### config.mk
export PLATFORM = sky130hd
export DESIGN_NAME = dpi_i2c_slave
export DESIGN_NICKNAME = d
export VERILOG_FILES = /design/src/rtl/dpi_pkg.sv /design/src/rtl/dpi_i2c_slave.sv
export VERILOG_INCLUDE_DIRS = /design/src /design/src/rtl
export SDC_FILE = /design/constraint.sdc
export NUM_CORES = 1
export LEC_CHECK = 0
export BUFFER_PORTS_ARGS = -buffer_cell sky130_fd_sc_hd__clkbuf_2
export CORE_ASPECT_RATIO = 1.4
export CORE_MARGIN = 2
export CORE_UTILIZATION = 40
export DETAILED_ROUTE_END_ITERATION = 16
export GPL_ROUTABILITY_DRIVEN = 0
export SYNTH_ARGS = -nofsm -noshare
export SYNTH_HDL_FRONTEND = slang
export SYNTH_HIERARCHICAL = 1
export SYNTH_SLANG_ARGS = --single-unit
### constraint.sdc
create_clock -name ref_clk -period 5.9 [get_ports ref_clk]
set_clock_uncertainty 0.15 [all_clocks]
set_input_delay 0.295 -clock ref_clk [delete_from_list [all_inputs] [get_ports ref_clk]]
set_output_delay 0.295 -clock ref_clk [all_outputs]
set_load 0.1 [all_outputs]
### src/rtl/dpi_defines.svh
// Constants for the digital potentiometer serial slave port.
`ifndef DPI_DEFINES_SVH
`define DPI_DEFINES_SVH
`define DPI_SLAVE_ADDR 7'h2f
`define DPI_GCALL_ADDR 7'h00
`define DPI_WIPER_RST 7'h3f
`define DPI_BYTE_BITS 4'h8
`define DPI_CNT_ZERO 4'h0
`define DPI_CNT_ONE 4'h1
`define DPI_FIFO_WIDTH 7
`define DPI_FIFO_DEPTH 8
`endif

### src/rtl/dpi_pkg.sv
// Types shared by the digital potentiometer serial slave port.
package dpi_pkg;
    typedef enum logic [2:0] {
        DPI_IDLE = 3'b000,
        DPI_ADDR = 3'b001,
        DPI_ADDR_ACK = 3'b010,
        DPI_WR_DATA = 3'b011,
        DPI_WR_ACK = 3'b100,
        DPI_RD_DATA = 3'b101,
        DPI_RD_ACK = 3'b110,
        DPI_RD_END = 3'b111
    } dpi_state_type;
endpackage
### src/rtl/dpi_i2c_slave.sv
// Serial slave port of a 7-bit volatile digital potentiometer.
`timescale 1ns/100ps
`include "dpi_defines.svh"
// --------------------------------------------------------------------
// Small FIFO with valid and ready on both sides.
// --------------------------------------------------------------------
module dpi_fifo #(
    parameter int WIDTH = `DPI_FIFO_WIDTH,
    parameter int DEPTH = `DPI_FIFO_DEPTH
) (
    input wire logic clk,
    input wire logic rst_n,
    input wire logic in_valid,
    output logic in_ready,
    input wire logic [WIDTH-1:0] in_data,
    output logic out_valid,
    input wire logic out_ready,
    output logic [WIDTH-1:0] out_data
);
    localparam int AW = $clog2(DEPTH);
    logic [WIDTH-1:0] mem_q [DEPTH];
    logic [AW-1:0] wr_ptr_q, rd_ptr_q;
    logic [AW:0] count_q;
    logic push, pop;
    // Full and empty come straight from the occupancy count.
    assign in_ready = (count_q != (AW+1)'(DEPTH));
    assign out_valid = (count_q != '0);
    assign push = in_valid && in_ready;
    assign pop = out_valid && out_ready;
    assign out_data = mem_q[rd_ptr_q];
    // Storage array; written only, never reset.
    always_ff @(posedge clk) begin
        if (push) begin
            mem_q[wr_ptr_q] <= in_data;
        end
    end
    // Pointers wrap through the power-of-two depth.
    always_ff @(posedge clk or negedge rst_n) begin
        if (!rst_n) begin
            wr_ptr_q <= '0;
            rd_ptr_q <= '0;
            count_q <= '0;
        end else begin
            if (push) begin
                wr_ptr_q <= wr_ptr_q + AW'(1);
            end
            if (pop) begin
                rd_ptr_q <= rd_ptr_q + AW'(1);
            end
            if (push && !pop) begin
                count_q <= count_q + (AW+1)'(1);
            end else if (pop && !push) begin
                count_q <= count_q - (AW+1)'(1);
            end
        end
    end
endmodule
// --------------------------------------------------------------------
// Slave port top level.
// --------------------------------------------------------------------
module dpi_i2c_slave
    import dpi_pkg::*;
(
    input wire logic ref_clk,
    input wire logic rstn,
    input wire logic scl_i,
    input wire logic sda_i,
    output logic sda_o,
    output logic sda_oe,
    input wire logic load_hold,
    output logic [6:0] wiper,
    output logic bus_active
);
    logic rst_meta_q, rst_n_q;
    logic [2:0] scl_sync_q, sda_sync_q;
    logic scl_q, sda_q, scl_prev_q, sda_prev_q;
    logic scl_rise, scl_fall, start_det, stop_det, byte_done;
    dpi_state_type state_q;
    logic [3:0] cnt_q;
    logic [7:0] rx_q, tx_q;
    logic rw_q, drv_q, push_q;
    logic [6:0] push_data_q, fifo_out_data, wiper_q;
    logic fifo_in_ready, fifo_out_valid, pop;
    // ----------------------------------------------------------------
    // Reset release and pin synchronisers.
    // ----------------------------------------------------------------
    // Reset asserts at once and releases two edges later.
    always_ff @(posedge ref_clk or negedge rstn) begin
        if (!rstn) begin
            rst_meta_q <= 1'b0;
            rst_n_q <= 1'b0;
        end else begin
            rst_meta_q <= 1'b1;
            rst_n_q <= rst_meta_q;
        end
    end
    // Change taken once stages two and three agree; spikes rejected.
    always_ff @(posedge ref_clk or negedge rst_n_q) begin
        if (!rst_n_q) begin
            scl_sync_q <= 3'h7;
            sda_sync_q <= 3'h7;
            scl_q <= 1'b1;
            sda_q <= 1'b1;
            scl_prev_q <= 1'b1;
            sda_prev_q <= 1'b1;
        end else begin
            scl_sync_q <= {scl_sync_q[1:0], scl_i};
            sda_sync_q <= {sda_sync_q[1:0], sda_i};
            if (scl_sync_q[1] == scl_sync_q[2]) begin
                scl_q <= scl_sync_q[2];
            end
            if (sda_sync_q[1] == sda_sync_q[2]) begin
                sda_q <= sda_sync_q[2];
            end
            scl_prev_q <= scl_q;
            sda_prev_q <= sda_q;
        end
    end
    // Bus events from the filtered levels.
    assign scl_rise = scl_q && !scl_prev_q;
    assign scl_fall = !scl_q && scl_prev_q;
    assign start_det = scl_q && scl_prev_q && !sda_q && sda_prev_q;
    assign stop_det = scl_q && scl_prev_q && sda_q && !sda_prev_q;
    assign byte_done = scl_fall && (cnt_q == `DPI_BYTE_BITS);
    // ----------------------------------------------------------------
    // Protocol state machine.
    // ----------------------------------------------------------------
    // Start and stop win over every state, so a stray one aborts.
    always_ff @(posedge ref_clk or negedge rst_n_q) begin
        if (!rst_n_q) begin
            state_q <= DPI_IDLE;
            cnt_q <= `DPI_CNT_ZERO;
            rx_q <= 8'h00;
            tx_q <= 8'h00;
            rw_q <= 1'b0;
            drv_q <= 1'b0;
            push_q <= 1'b0;
            push_data_q <= 7'h00;
        end else begin
            push_q <= 1'b0;
            if (start_det) begin
                // A start always re-arms address decode.
                state_q <= DPI_ADDR;
                cnt_q <= `DPI_CNT_ZERO;
                drv_q <= 1'b0;
            end else if (stop_det) begin
                state_q <= DPI_IDLE;
                drv_q <= 1'b0;
            end else begin
                case (state_q)
                    DPI_IDLE: begin
                        drv_q <= 1'b0;
                    end
                    DPI_ADDR: begin
                        if (scl_rise) begin
                            rx_q <= {rx_q[6:0], sda_q};
                            cnt_q <= cnt_q + `DPI_CNT_ONE;
                        end else if (byte_done) begin
                            // General call goes silent.
                            if (rx_q[7:1] == `DPI_SLAVE_ADDR) begin
                                drv_q <= 1'b1;
                                rw_q <= rx_q[0];
                                state_q <= DPI_ADDR_ACK;
                            end else begin
                                state_q <= DPI_IDLE;
                            end
                        end
                    end
                    DPI_ADDR_ACK: begin
                        if (scl_fall) begin
                            cnt_q <= `DPI_CNT_ZERO;
                            if (rw_q) begin
                                // Byte is ready at once, no stretch.
                                tx_q <= {1'b0, wiper_q};
                                drv_q <= 1'b1;
                                state_q <= DPI_RD_DATA;
                            end else begin
                                drv_q <= 1'b0;
                                state_q <= DPI_WR_DATA;
                            end
                        end
                    end
                    DPI_WR_DATA: begin
                        if (scl_rise) begin
                            rx_q <= {rx_q[6:0], sda_q};
                            cnt_q <= cnt_q + `DPI_CNT_ONE;
                        end else if (byte_done) begin
                            // Full buffer: NACK rather than a stretch.
                            if (fifo_in_ready) begin
                                push_q <= 1'b1;
                                push_data_q <= rx_q[6:0];
                                drv_q <= 1'b1;
                                state_q <= DPI_WR_ACK;
                            end else begin
                                state_q <= DPI_IDLE;
                            end
                        end
                    end
                    DPI_WR_ACK: begin
                        if (scl_fall) begin
                            drv_q <= 1'b0;
                            cnt_q <= `DPI_CNT_ZERO;
                            state_q <= DPI_WR_DATA;
                        end
                    end
                    DPI_RD_DATA: begin
                        if (scl_rise) begin
                            cnt_q <= cnt_q + `DPI_CNT_ONE;
                        end else if (byte_done) begin
                            drv_q <= 1'b0;
                            state_q <= DPI_RD_ACK;
                        end else if (scl_fall) begin
                            tx_q <= {tx_q[6:0], 1'b0};
                            drv_q <= !tx_q[6];
                        end
                    end
                    DPI_RD_ACK: begin
                        if (scl_rise && sda_q) begin
                            state_q <= DPI_RD_END;
                        end else if (scl_fall) begin
                            cnt_q <= `DPI_CNT_ZERO;
                            tx_q <= {1'b0, wiper_q};
                            drv_q <= 1'b1;
                            state_q <= DPI_RD_DATA;
                        end
                    end
                    DPI_RD_END: begin
                        // Only stop or repeated start may follow; else
                        // a collision.
                        if ((scl_rise && !sda_q) || scl_fall) begin
                            state_q <= DPI_IDLE;
                        end
                    end
                    default: begin
                        state_q <= DPI_IDLE;
                        drv_q <= 1'b0;
                    end
                endcase
            end
        end
    end
    // ----------------------------------------------------------------
    // Wiper path through the buffer.
    // ----------------------------------------------------------------
    // Bytes queue here; the wiper loads from the head unless held.
    dpi_fifo #(
        .WIDTH(`DPI_FIFO_WIDTH),
        .DEPTH(`DPI_FIFO_DEPTH)
    ) u_fifo (
        .clk(ref_clk),
        .rst_n(rst_n_q),
        .in_valid(push_q),
        .in_ready(fifo_in_ready),
        .in_data(push_data_q),
        .out_valid(fifo_out_valid),
        .out_ready(!load_hold),
        .out_data(fifo_out_data)
    );
    assign pop = fifo_out_valid && !load_hold;
    // Wiper comes up at mid-scale and changes only from the buffer.
    always_ff @(posedge ref_clk or negedge rst_n_q) begin
        if (!rst_n_q) begin
            wiper_q <= `DPI_WIPER_RST;
        end else if (pop) begin
            wiper_q <= fifo_out_data;
        end
    end
    // Open drain: SDA only ever pulled low; SCL is never driven.
    assign sda_o = 1'b0;
    assign sda_oe = drv_q;
    assign wiper = wiper_q;
    assign bus_active = (state_q != DPI_IDLE);
endmodule

Word level (Yosys, flattened, before mapping)

Memory sizes are Yosys's and may differ from the RTL's. A register that Yosys moved wholly into a read port is not among the register bits.
Index checks and enable logic that the tools add are counted.

Bitwise gates (word level): 3
Reductions and logical operators: 42
$add $sub $neg: 5
Equal/unequal tests: 37
Muxes and demuxes: 58

Operator list:

| operator                                                         | number |
|---|---|
| 4-bit inequality test (second input constant)                    | 13 |
| 7-bit 2-to-1 mux                                                 | 7 |
| 3-bit 2-to-1 mux                                                 | 15 |
| 4-bit 2-to-1 mux                                                 | 7 |
| 1-bit 2-to-1 mux                                                 | 24 |
| 3-bit one-hot mux with 7 select lines                            | 1 |
| 7-bit one-hot mux with 3 select lines                            | 1 |
| 9-bit nonzero test                                               | 2 |
| 2-bit inequality test (second input constant)                    | 8 |
| 1-bit logical AND                                                | 14 |
| 13-bit AND reduction                                             | 1 |
| 3-bit == test (second input constant)                            | 4 |
| 4-bit one-hot mux with 3 select lines                            | 1 |
| 6-bit AND reduction                                              | 2 |
| 11-bit AND reduction                                             | 1 |
| 5-bit inequality test (second input constant)                    | 2 |
| 10-bit AND reduction                                             | 1 |
| 1-bit logical NOT                                                | 9 |
| 4-bit by 1-bit adder with 4-bit output (second input constant)   | 2 |
| 4-bit AND reduction                                              | 2 |
| 4-bit nonzero test                                               | 2 |
| 7-bit by 6-bit == test with 1-bit output (second input constant) | 1 |
| 1-bit one-hot mux with 7 select lines                            | 1 |
| 3-bit by 1-bit adder with 3-bit output (second input constant)   | 2 |
| other kinds (16)                                                 | 22 |

Output and inout bits: 10
Logic and storage cells: 165
Memories: 1
Bits in writable memories: 56
Bits in registers: 54
Bits of input ports: 5

Memories:

| name         | depth | bits a word | rd ports | clocked after Yosys merged registers in | write ports | RTL line            | text |
|---|---|---|---|---|---|---|---|
| u_fifo.mem_q | 8     | 7           | 1        | 1                                       | 1           | dpi_i2c_slave.sv:21 | `logic [WIDTH-1:0] mem_q [DEPTH];` |

Depth between registers and ports, before layout

Gate-level depths: netlist of the first run.

Word-level depth: 8
Mapped depth: 10

By module

The synthesis of the first run kept the hierarchy.

Modules (own cells, without submodules):

| module        | cells an instance | area each (um2) | seq. area each (um2) | times used |
|---|---|---|---|---|
| dpi_fifo      | 144               | 2800.2          | 1931.9               | 1 |
| dpi_i2c_slave | 199               | 2479.9          | 1296.2               | 1 |

Worst setup path after synthesis of the first run

Ideal clock, no wire load.

Path type: reg2reg
From: register u_fifo.count_q[0]
To: register u_fifo.count_q[3]
Buffers on the path: 1
Clock period less this slack: 2.848 ns
Stages on the path, launching flop included: 11
Arrival: 2.567 ns
Path slack: 3.052 ns
Library setup time: 0.131 ns
Path through: dfrtp_1 > or4b_1 > clkbuf_2 > nand2_2 > inv_1 > ha_1 > inv_1 > ha_1 > or4_1 > o211ai_1 > o211ai_1

Cells in the longest elaborated chain, start to end: 5
Elaborated cells between the ends (all ways): 13
Classes of those cells: 2 x add/sub; 1 x eq/ne; 2 x mux; 8 x reduce/logical

Ends and longest elaborated chain:

| item                                | RTL line            | text |
|---|---|---|
| from (decl)                         | dpi_i2c_slave.sv:23 | `logic [AW:0] count_q;` |
| from (signal assigned)              | dpi_i2c_slave.sv:51 | `count_q <= count_q + (AW+1)'(1);` |
| from (signal assigned)              | dpi_i2c_slave.sv:53 | `count_q <= count_q - (AW+1)'(1);` |
| 4-bit inequality test *             | dpi_i2c_slave.sv:26 | `assign in_ready = (count_q != (AW+1)'(DEPTH));` |
| net fifo_in_ready                   | dpi_i2c_slave.sv:83 | `logic fifo_in_ready, fifo_out_valid, pop;` |
| 1-bit logical AND *                 | dpi_i2c_slave.sv:28 | `assign push = in_valid && in_ready;` |
| net u_fifo.push                     | dpi_i2c_slave.sv:24 | `logic push, pop;` |
| 1-bit logical NOT                   | dpi_i2c_slave.sv:52 | `end else if (pop && !push) begin` |
| 1-bit logical AND                   | dpi_i2c_slave.sv:52 |  |
| 2-bit nonzero test (no source line) | -                   |  |

Mark *: on every way through the listed nets, which the timed path passes. The rest lies on a longest branch. The select of a mux whose other input is x is not followed.
A chain may end at the register's enable or synchronous reset.

Worst setup path in the final report of the first run

Same ends and word-level chain as after synthesis.

==> results of run 1 <==
-- how the worst max path moves through the flow --
stage / end / slack [ns]
after detailed placement: u_fifo/count_q[3]$_DFFE_PN0P_ / 2.72
final: u_fifo/count_q[3]$_DFFE_PN0P_ / 2.73
after floorplan: u_fifo/count_q[3]$_DFFE_PN0P_ / 3.05
after CTS: u_fifo/count_q[3]$_DFFE_PN0P_ / 2.73
after global routing: u_fifo/count_q[3]$_DFFE_PN0P_ / 2.57
after global placement: u_fifo/count_q[3]$_DFFE_PN0P_ / 2.88
-- synthesized netlist by cell type, drive strengths merged, types with 4 or more instances --
library cell,instances,area share [%]
nand3b,4,0.64
mux2i,4,0.76
a21oi,7,0.66
xnor2,6,1.0
nor3,4,0.38
o21ai,9,0.92
dfstp,16,8.0
edfxtp,56,32
nor2,16,1.2
nand2,22,1.6
nand2b,9,1.5
clkbuf,7,0.52
buf,9,1.4
ha,7,1.7
inv,7,0.50
nand3,12,1.2
mux2,45,10
mux4,14,7.0
dfrtp,45,21
-- kinds of logic after synthesis --
group	after synthesis	synth area share (%)
AND/OR/NAND/NOR	83	9.432
XOR/XNOR	7	1.161
flip-flops	117	61.14
adder cells (fa/ha/maj)	10	2.417
other	2	0.1422
buffers and inverters	23	2.441
AO/OA/AOI/OAI	38	5.522
multiplexers	63	17.75
-- registers in the layout, indices dropped and copies added (netlist names), 4 cells and up --
register	cells
cnt_q	4
push_data_q	7
rx_q	8
tx_q	7
u_fifo/count_q	4
u_fifo/mem_q	56
wiper	7
-- per-layer routing --
metal  up-vias  part of all wire [%]
li1       1346                     -
met1      1476                    43
met2        34                    54
met3         9                   2.2
met4         0                   1.1
met5         -                     0
-- stage by stage --
stage               area (um2)  instances
floorplan                 5280        343
global placement          5458        496
detailed placement        5458        496
CTS                       6077        531
global route              6077        531
finish                    6077        531
-- layout make-up --
| type | instances | area [um2] | share of cell area, % |
|---|---|---|---|
| clock buffer | 23 | 489.2 | 8.050 |
| clock inverter | 9 | 100.1 | 1.647 |
| inverter | 7 | 26.28 | 0.4324 |
| multi-input combinational | 203 | 1923 | 31.64 |
| sequential | 117 | 3229 | 53.14 |
| tap | 153 | 191.4 | 3.150 |
| timing repair buffer | 19 | 117.6 | 1.935 |
-- cells in the final DEF (no fill, tap or decap), types with 4 or more instances in the layout --
| cell type | n |
|---|---|
| sky130_fd_sc_hd__xnor2_1 | 6 |
| sky130_fd_sc_hd__clkbuf_16 | 18 |
| sky130_fd_sc_hd__mux2i_1 | 4 |
| sky130_fd_sc_hd__o21ai_0 | 7 |
| sky130_fd_sc_hd__nand3_1 | 11 |
| sky130_fd_sc_hd__clkbuf_2 | 13 |
| sky130_fd_sc_hd__mux2_4 | 6 |
| sky130_fd_sc_hd__mux4_1 | 14 |
| sky130_fd_sc_hd__nor3_1 | 4 |
| sky130_fd_sc_hd__nor2_1 | 14 |
| sky130_fd_sc_hd__mux2_1 | 7 |
| sky130_fd_sc_hd__dfrtp_1 | 44 |
| sky130_fd_sc_hd__ha_1 | 7 |
| sky130_fd_sc_hd__a21oi_1 | 7 |
| sky130_fd_sc_hd__dfstp_2 | 16 |
| sky130_fd_sc_hd__nand2b_1 | 6 |
| sky130_fd_sc_hd__nand2_1 | 21 |
| sky130_fd_sc_hd__edfxtp_1 | 56 |
| sky130_fd_sc_hd__mux2_2 | 32 |
| sky130_fd_sc_hd__inv_1 | 7 |
-- power by group through the flow --
stage	Sequential [mW]	Clock (mW)	Combinational, mW
after global routing	1.30	1.07	0.954
after floorplan	1.34	0	0.664
final	1.27	1.01	0.881
after global placement	1.27	0	0.865
after CTS	1.27	1.03	0.893
after detailed placement	1.29	0	0.886
-- critical path: cells and delay by family, from the launching register on --
family          cells  cell delay [ns]
fa+ha+maj           2             0.56
compound gates      2             0.21
simple gates        3             1.45
buf+inv             2             0.23
flops               1             0.44
-- timing repair --
item                       CTS  global route
hold endpoints to repair     4             0
setup endpoints to repair    0             0
hold buffers                 3             0
==> results.txt, run 1 <==
----------------------------------------------------
[Outcome]
  Result of the run ... finished, final reports clean

[Floorplanning]
  Initial core utilization ... just over 40%
  Total I/O pin count ... 15
  # rows ... around 50
  Die outline area ... around 14000 um2
  Die Width ... 101.1 um
  Height of the die ... approximately 140 um
  Core box area ... about 13000 um2

[Global routing]
  Maximum number of pins on one net before global-route repair ... 60
  GR Layer Usage met3 ... under 10%
  GR Layer Usage met2 ... roughly 25%
  Via count of the first global-routing pass ... 3079
  Global-route wire length before repair ... around 16000 um
  Grt peak-use layer ... met2
  Global-route met1 utilization ... roughly 17%
  Number of antenna violations at the first check in global routing ... 0
  Total overflow reported by the global router ... 0
  Global-route total usage across every layer ... between 10% and 20%

[Worst setup path]
  Required time at the worst-slack endpoint ... a little over 6 ns
  Worst R2R Setup Slack ... 2.73 ns
  Critical Path Start Type ... register
  Max incr delay on CP ... approximately 0.73 ns
  RR Endpoint ... u_fifo/count_q[3]$_DFFE_PN0P_
  Highest fanout seen on the critical path ... 7
  Crit-path cells ... or4b_1 > nand2_2 > inv_1 > ha_1 > inv_1 > ha_1 > or4_1 > o211ai_1 > o211ai_1
  Startpoint of the most critical register-to-register path ... u_fifo/count_q[0]$_DFFE_PN0P_
  Crit path max-delay cell type ... sky130_fd_sc_hd__or4b_1
  Worst setup EP type ... register
  Critical Path Start ... u_fifo/count_q[0]$_DFFE_PN0P_
  Critical path type ... register to register
  Data arrival, critical path ... 3.30 ns
  Worst R2R Path Depth ... 9

[Power and ir drop]
  Register share of total power ... roughly 40%
  Total power draw ... roughly 3.2 mW
  Worst vdd rail ir drop ... between 0.2 and 0.3 mV
  NetSw ... around 1.1 mW
  Proportion of power drawn by combinational gates ... ~28%
  Int Pwr ... 2.072 mW
  Portion of total power attributed to the clock network ... roughly a third
  Total power density per cell area ... just over 500 nW/um2
  Switching Share ... between 30% and 40%
  LEAKAGE ... approximately 2.3 nW

[Clocking]
  Number of H-tree branching levels ... 4
  Clock-pin slew reported for the worst setup and hold paths after clock tree synthesis ... approximately 0.050 ns
  Number of buffers on the longest clock path ... 2
  Inserted Clock Buffers ... 17
  CTS tree ... yes
  Post-CTS Repair Setup Buffers ... 0
  TritonCTS Sinks ... between 100 and 150
  Resized cells post-CTS ... 0
  Worst-Skew Late Latency ... ~0.40 ns
  CTS root buffer ... sky130_fd_sc_hd__clkbuf_16

[Yosys]
  Total of warnings raised by yosys ... 6
  Number of enable flip-flop cells after synthesis ... 56
  Synthesized Nets ... around 360
  Cell Area, Synth ... 5280 um2
  Flops & latches, synth ... between 100 and 150
  Commonest register cell after synthesis ... sky130_fd_sc_hd__edfxtp_1
  Count of distinct cell types in the synthesized netlist ... 67
  Mean instance size in the synthesized netlist ... around 15 um2
  Sequential fraction of the synthesis area ... 61.14%
  Synth Instances ... approximately 340
  Async set-reset flop share out of synthesis ... 52.14%

[Placed design]
  Post-detailed-placement half-perimeter wirelength ... just over 6000 um
  Count of input and output buffers ... 13
  Worst setup slack after placement ... ~2.7 ns

[STA]
  Tmin final ... approximately 3.2 ns
  Hold violation total from the final report ... 0
  Number of pins exceeding their max-slew limit in the final report ... 0
  Relative slew slack ... about two fifths
  Worst Setup Slack, final ... approximately 2.7 ns
  Setup repair after global routing missed its margin ... no
  Highest Clock Rate ... ~320 MHz
  Least-Margin Pin Slew ... around 0.9 ns
  Setup TNS Final ... 0 ns
  Worst slack on hold paths ... roughly 0.048 ns
  Period utilisation layout ... between 50% and 60%
  Final setup violating endpoints ... 0

[Job]
  Count of max-cap constraint violations ... 0

[Routing]
  Initial drt markers ... ~90
  DRC viols ... 0
  Via count normalized by instance count ... between 5 and 6
  Total wire length ... between 9000 and 10000 um
  Detailed-router iteration count before antenna repair ... 4
  Antenna Nets Post-Route ... 0
  Total number of vias ... between 2000 and 3000
  WL per Instance ... ~18 um

[Final layout]
  Inserted Diodes ... 0
  Layout Nets ... between 300 and 400
  Number of inserted filler cells in the final layout ... 1109
  Final core occ ... 47.20%
  Proportion of layout cells with a drive suffix above 1 ... between 20 and 30%
  Synthesis-to-finish area growth ... 15.09%

[Min path]
  Class of the tightest hold or removal check ... primary input to async pin

----------------------------------------------------
Note: power is estimated with default switching activity, not from simulation.
==> run 2, diff against run 1 <==
--- a/config.mk
+++ b/config.mk
@@ -6,6 +6,7 @@
 export SDC_FILE = /design/constraint.sdc
 export NUM_CORES = 1
 export LEC_CHECK = 0
+export ABC_AREA = 1
 export BUFFER_PORTS_ARGS = -buffer_cell sky130_fd_sc_hd__clkbuf_2
 export CORE_ASPECT_RATIO = 1.4
 export CORE_MARGIN = 2
==> constraint.sdc (replaced) <==
create_clock -name ref_clk -period 3.1 [get_ports ref_clk]
set_clock_uncertainty 0.15 [all_clocks]
set_input_delay 0.155 -clock ref_clk [delete_from_list [all_inputs] [get_ports ref_clk]]
set_output_delay 0.155 -clock ref_clk [all_outputs]
set_load 0.1 [all_outputs]
==> run 2 against run 1 <==
Hold slack better by 0.016 ns. Sequential power up 63%. Via count up 36%. Final cell count up 56%. Global-route usage up 1.5 points. Critical path depth up 3. Cell area up 4.8%. Sequential share of layout area down 2.4 points. Total power up 80%. Clock power up 76%. Critical path type unchanged. Largest power group unchanged.
==> results.txt, run 2 <==
----------------------------------------------------
[Min path]
  Class of the tightest hold or removal check ... register to async pin

[Final layout]
  Synthesis-to-finish area growth ... 14.75%
  Post-layout instance area ... 6366 um2 (+4.8%)
  Layout Nets ... 649 (+72%)
  Proportion of layout cells with a drive suffix above 1 ... 17.26% (-12 points)
  Leading registers by flop count ... u_fifo/mem_q (56), rx_q (8)
  Number of flip-flops under the largest register name ... 56 (unchanged)
  Inserted Diodes ... 0 (unchanged)
  Commonest cells after routing, fill and taps aside ... 208 x sky130_fd_sc_hd__nand2_1, 81 x sky130_fd_sc_hd__nor2_1, 64 x sky130_fd_sc_hd__inv_1
  Final core occ ... 47.33% (+0.13 points)
  Most common cell after layout, fill and taps aside ... sky130_fd_sc_hd__nand2_1
  Register ranked first by flip-flop count ... u_fifo/mem_q
  Number of inserted filler cells in the final layout ... 1260 (+14%)

[Global routing]
  Total overflow reported by the global router ... 0 (unchanged)
  Number of antenna violations at the first check in global routing ... 0 (unchanged)
  Global-route total usage across every layer ... 16.19% (+1.5 points)
  Global-route wire length before repair ... 18770 um (+20%)
  Via count of the first global-routing pass ... 3998 (+30%)
  Maximum number of pins on one net before global-route repair ... 57 (-5.0%)

[Yosys]
  Adder-Cell Fraction of Synth Area ... 2.300% (-0.12 points)
  Area leader, netlist ... sky130_fd_sc_hd__edfxtp_1
  Mean instance size in the synthesized netlist ... 9.110 um2 (-41%)
  Top post-synthesis cells by count ... 208 x sky130_fd_sc_hd__nand2_1, 81 x sky130_fd_sc_hd__nor2_1, 64 x sky130_fd_sc_hd__inv_1
  Synth Area in Simple Gates ... 26.32% (+17 points)
  Sequential fraction of the synthesis area ... 58.19% (-3.0 points)
  Compound-gate portion of the synthesized area ... 3.676% (-1.8 points)
  Async set-reset flop share out of synthesis ... 52.14% (unchanged)
  Synthesized Nets ... 622 (+75%)
  Biggest area contributors in the synthesized netlist ... sky130_fd_sc_hd__edfxtp_1 30%, sky130_fd_sc_hd__dfrtp_1 20%, sky130_fd_sc_hd__nand2_1 14%
  Area share of the leading cell type in the synthesized netlist ... 30.31% (-1.5 points)
  Number of enable flip-flop cells after synthesis ... 56 (unchanged)
  Total of warnings raised by yosys ... 6 (unchanged)
  Synth Instances ... 609 (+78%)
  Flops & latches, synth ... 117 (unchanged)
  Most numerous cell in the Yosys netlist ... sky130_fd_sc_hd__nand2_1
  Cell Area, Synth ... 5548 um2 (+5.1%)
  Mux share of post-synthesis cell area ... 1.421% (-16 points)
  Commonest register cell after synthesis ... sky130_fd_sc_hd__edfxtp_1
  Synth Area in XOR/XNOR ... 0.9472% (-0.21 points)
  Count of distinct cell types in the synthesized netlist ... 34 (-49%)
  Dominant combinational cell family by area after synthesis ... simple AND/OR/NAND/NOR gates

[Floorplanning]
  Core box area ... 13450 um2 (+4.5%)
  Total I/O pin count ... 15 (unchanged)
  # rows ... 50 (+2.0%)
  Die Width ... 103.5 um (+2.4%)
  Die outline area ... 14840 um2 (+4.9%)
  Initial core utilization ... 41.25% (+0.24 points)
  Height of the die ... 143.3 um (+2.4%)

[Power and ir drop]
  Total power density per cell area ... 892.6 nW/um2 (+72%)
  Worst vdd rail ir drop ... 0.5018 mV (+94%)
  LEAKAGE ... 2.906 nW (+24%)

[Worst setup path]
  Startpoint of the most critical register-to-register path ... u_fifo/count_q[0]$_DFFE_PN0P_
  Required time at the worst-slack endpoint ... 3.24 ns (-2.79 ns)
  Critical path type ... register to register
  Critical Path Start ... u_fifo/count_q[0]$_DFFE_PN0P_
  Worst R2R Path Depth ... 12 (+3)
  Data arrival, critical path ... 2.65 ns (-0.65 ns)
  Worst R2R Setup Slack ... 0.59 ns (-2.14 ns)
  Critical Path Start Type ... register
  Highest fanout seen on the critical path ... 9 (+2)
  Worst setup EP type ... register
  RR Endpoint ... u_fifo/count_q[3]$_DFFE_PN0P_

[Job]
  Count of max-cap constraint violations ... 0 (unchanged)

[Placed design]
  Post-detailed-placement half-perimeter wirelength ... 7647 um (+24%)
  Worst setup slack after placement ... 0.6305 ns (-2.094 ns)
  Count of input and output buffers ... 13 (unchanged)
  Dpl cell area ... 5766 um2 (+5.6%)

[STA]
  Hold violation total from the final report ... 0 (unchanged)
  Period utilisation layout ... 80.93% (+27 points)
  Relative slew slack ... 27.45% (-11 points)
  Setup repair after global routing missed its margin ... no
  Highest Clock Rate ... 398.6 MHz (+26%)
  Worst Setup Slack, final ... 0.5912 ns (-2.142 ns)
  Final setup violating endpoints ... 0 (unchanged)
  Number of pins exceeding their max-slew limit in the final report ... 0 (unchanged)
  Tmin final ... 2.509 ns (-0.6576 ns)
  Setup TNS Final ... 0 ns (unchanged)
  Least-Margin Pin Slew ... 1.080 ns (+0.1629 ns)

[Clocking]
  CTS root buffer ... sky130_fd_sc_hd__clkbuf_16
  Clock-pin slew reported for the worst setup and hold paths after clock tree synthesis ... 0.05 ns (about the same)
  Post-CTS Repair Setup Buffers ... 0 (unchanged)
  TritonCTS Sinks ... 117 (unchanged)
  Resized cells post-CTS ... 0 (unchanged)
  Worst-Skew Late Latency ... 0.41 ns (about the same)
  Number of buffers on the longest clock path ... 2 (unchanged)
  CTS tree ... yes
  Number of H-tree branching levels ... 4 (unchanged)
  Inserted Clock Buffers ... 17 (unchanged)

[Routing]
  DRC viols ... 0 (unchanged)
  Detailed-router iteration count before antenna repair ... 4 (unchanged)
  Antenna Nets Post-Route ... 0 (unchanged)
  Via count normalized by instance count ... 4.688 (-13%)
  Total wire length ... 10940 um (+14%)
  Initial drt markers ... 183 (+110%)
  WL per Instance ... 13.16 um (-27%)
  Total number of vias ... 3896 (+36%)

[Outcome]
  Result of the run ... finished, final reports clean

----------------------------------------------------
run 2: changes by cell type in the layout (fill, tap and decap cells not counted), moves of 5 or more:
cell / change
sky130_fd_sc_hd__inv_1: +57
sky130_fd_sc_hd__inv_2: +7
sky130_fd_sc_hd__mux2_1: -7
sky130_fd_sc_hd__mux2_2: -25
sky130_fd_sc_hd__mux2_4: -6
sky130_fd_sc_hd__mux4_1: -14
sky130_fd_sc_hd__nand2_1: +187
sky130_fd_sc_hd__nand2_2: +5
sky130_fd_sc_hd__nand2b_1: -6
sky130_fd_sc_hd__nand3_1: +17
sky130_fd_sc_hd__nor2_1: +67
sky130_fd_sc_hd__o21ai_0: +7
sky130_fd_sc_hd__o21ai_2: +9
run 2: worst max path at each step:
| stage | end | slack (ns) | depth (start not counted) |
|---|---|---|---|
| after floorplan | u_fifo/count_q[3]$_DFFE_PN0P_ | 0.88 | 12 |
| after global placement | u_fifo/count_q[3]$_DFFE_PN0P_ | 0.71 | 12 |
| after detailed placement | u_fifo/count_q[3]$_DFFE_PN0P_ | 0.63 | 12 |
| after CTS | u_fifo/count_q[3]$_DFFE_PN0P_ | 0.60 | 12 |
| after global routing | u_fifo/count_q[3]$_DFFE_PN0P_ | 0.40 | 12 |
| final | u_fifo/count_q[3]$_DFFE_PN0P_ | 0.59 | 12 |
run 2: area by class of cell:
cell class	instances	area [um2]	share of cell area [%]
flip-flops and latches	117	3229	50.73
multi-input cells	405	1931	30.33
clock buffers	24	503.0	7.901
inverters	72	275.3	4.324
well taps	182	227.7	3.577
repair buffers	23	152.6	2.398
clock inverters	8	47.55	0.7469
run 2: metal layers:
layer / share of wire, % / GRT usage [%] / wire, um
met4: 2.0 / 6.757 / 219
met5: 0 / 0 / 0
met1: 41 / 17.56 / 4462
met3: 3.5 / 3.175 / 382
met2: 54 / 30.85 / 5873
run 2: through the flow:
step	hold WS (ns)	instances	total power [mW]
after floorplan	-0.2906	609	3.609
after global placement	-0.2088	794	3.900
after detailed placement	-0.2063	794	3.941
after CTS	0.08094	831	5.753
after global routing	0.09766	831	6.049
final	0.06467	831	5.682
run 2: what timing repair did:
action	CTS	global route
setup endpoints to repair	0	0
endpoints found under the hold margin	5	0
hold buffers	5	0
run 2: where the power goes:
group          leakage, nW  internal [mW]  switching, mW
sequential            1.18           1.85          0.216
combinational         1.45          0.529           1.31
clock                0.275           1.13          0.650
run 2: worst max-delay path: stages, from the launching register on:
cell	delay [ns]
sky130_fd_sc_hd__dfrtp_1	0.44
sky130_fd_sc_hd__nor2_1	0.17
sky130_fd_sc_hd__nand3_1	0.16
sky130_fd_sc_hd__nand2_2	0.19
sky130_fd_sc_hd__inv_2	0.08
sky130_fd_sc_hd__ha_1	0.20
sky130_fd_sc_hd__inv_1	0.16
sky130_fd_sc_hd__ha_1	0.28
sky130_fd_sc_hd__or2_2	0.31
sky130_fd_sc_hd__nand2_1	0.08
sky130_fd_sc_hd__nand2_1	0.05
sky130_fd_sc_hd__nand3_1	0.06
sky130_fd_sc_hd__nand2_1	0.06
run 2: kinds of logic (layout without fill, tap and decap cells):
group / count (synthesis) / after routing
muxes: 7 / 7
other: 2 / 2
AOI/OAI and AO/OA: 33 / 33
DFF: 117 / 117
buffers and inverters: 87 / 127
and+or+nand+nor: 347 / 347
adders and majority gates: 10 / 10
xor gates and xnor gates: 6 / 6
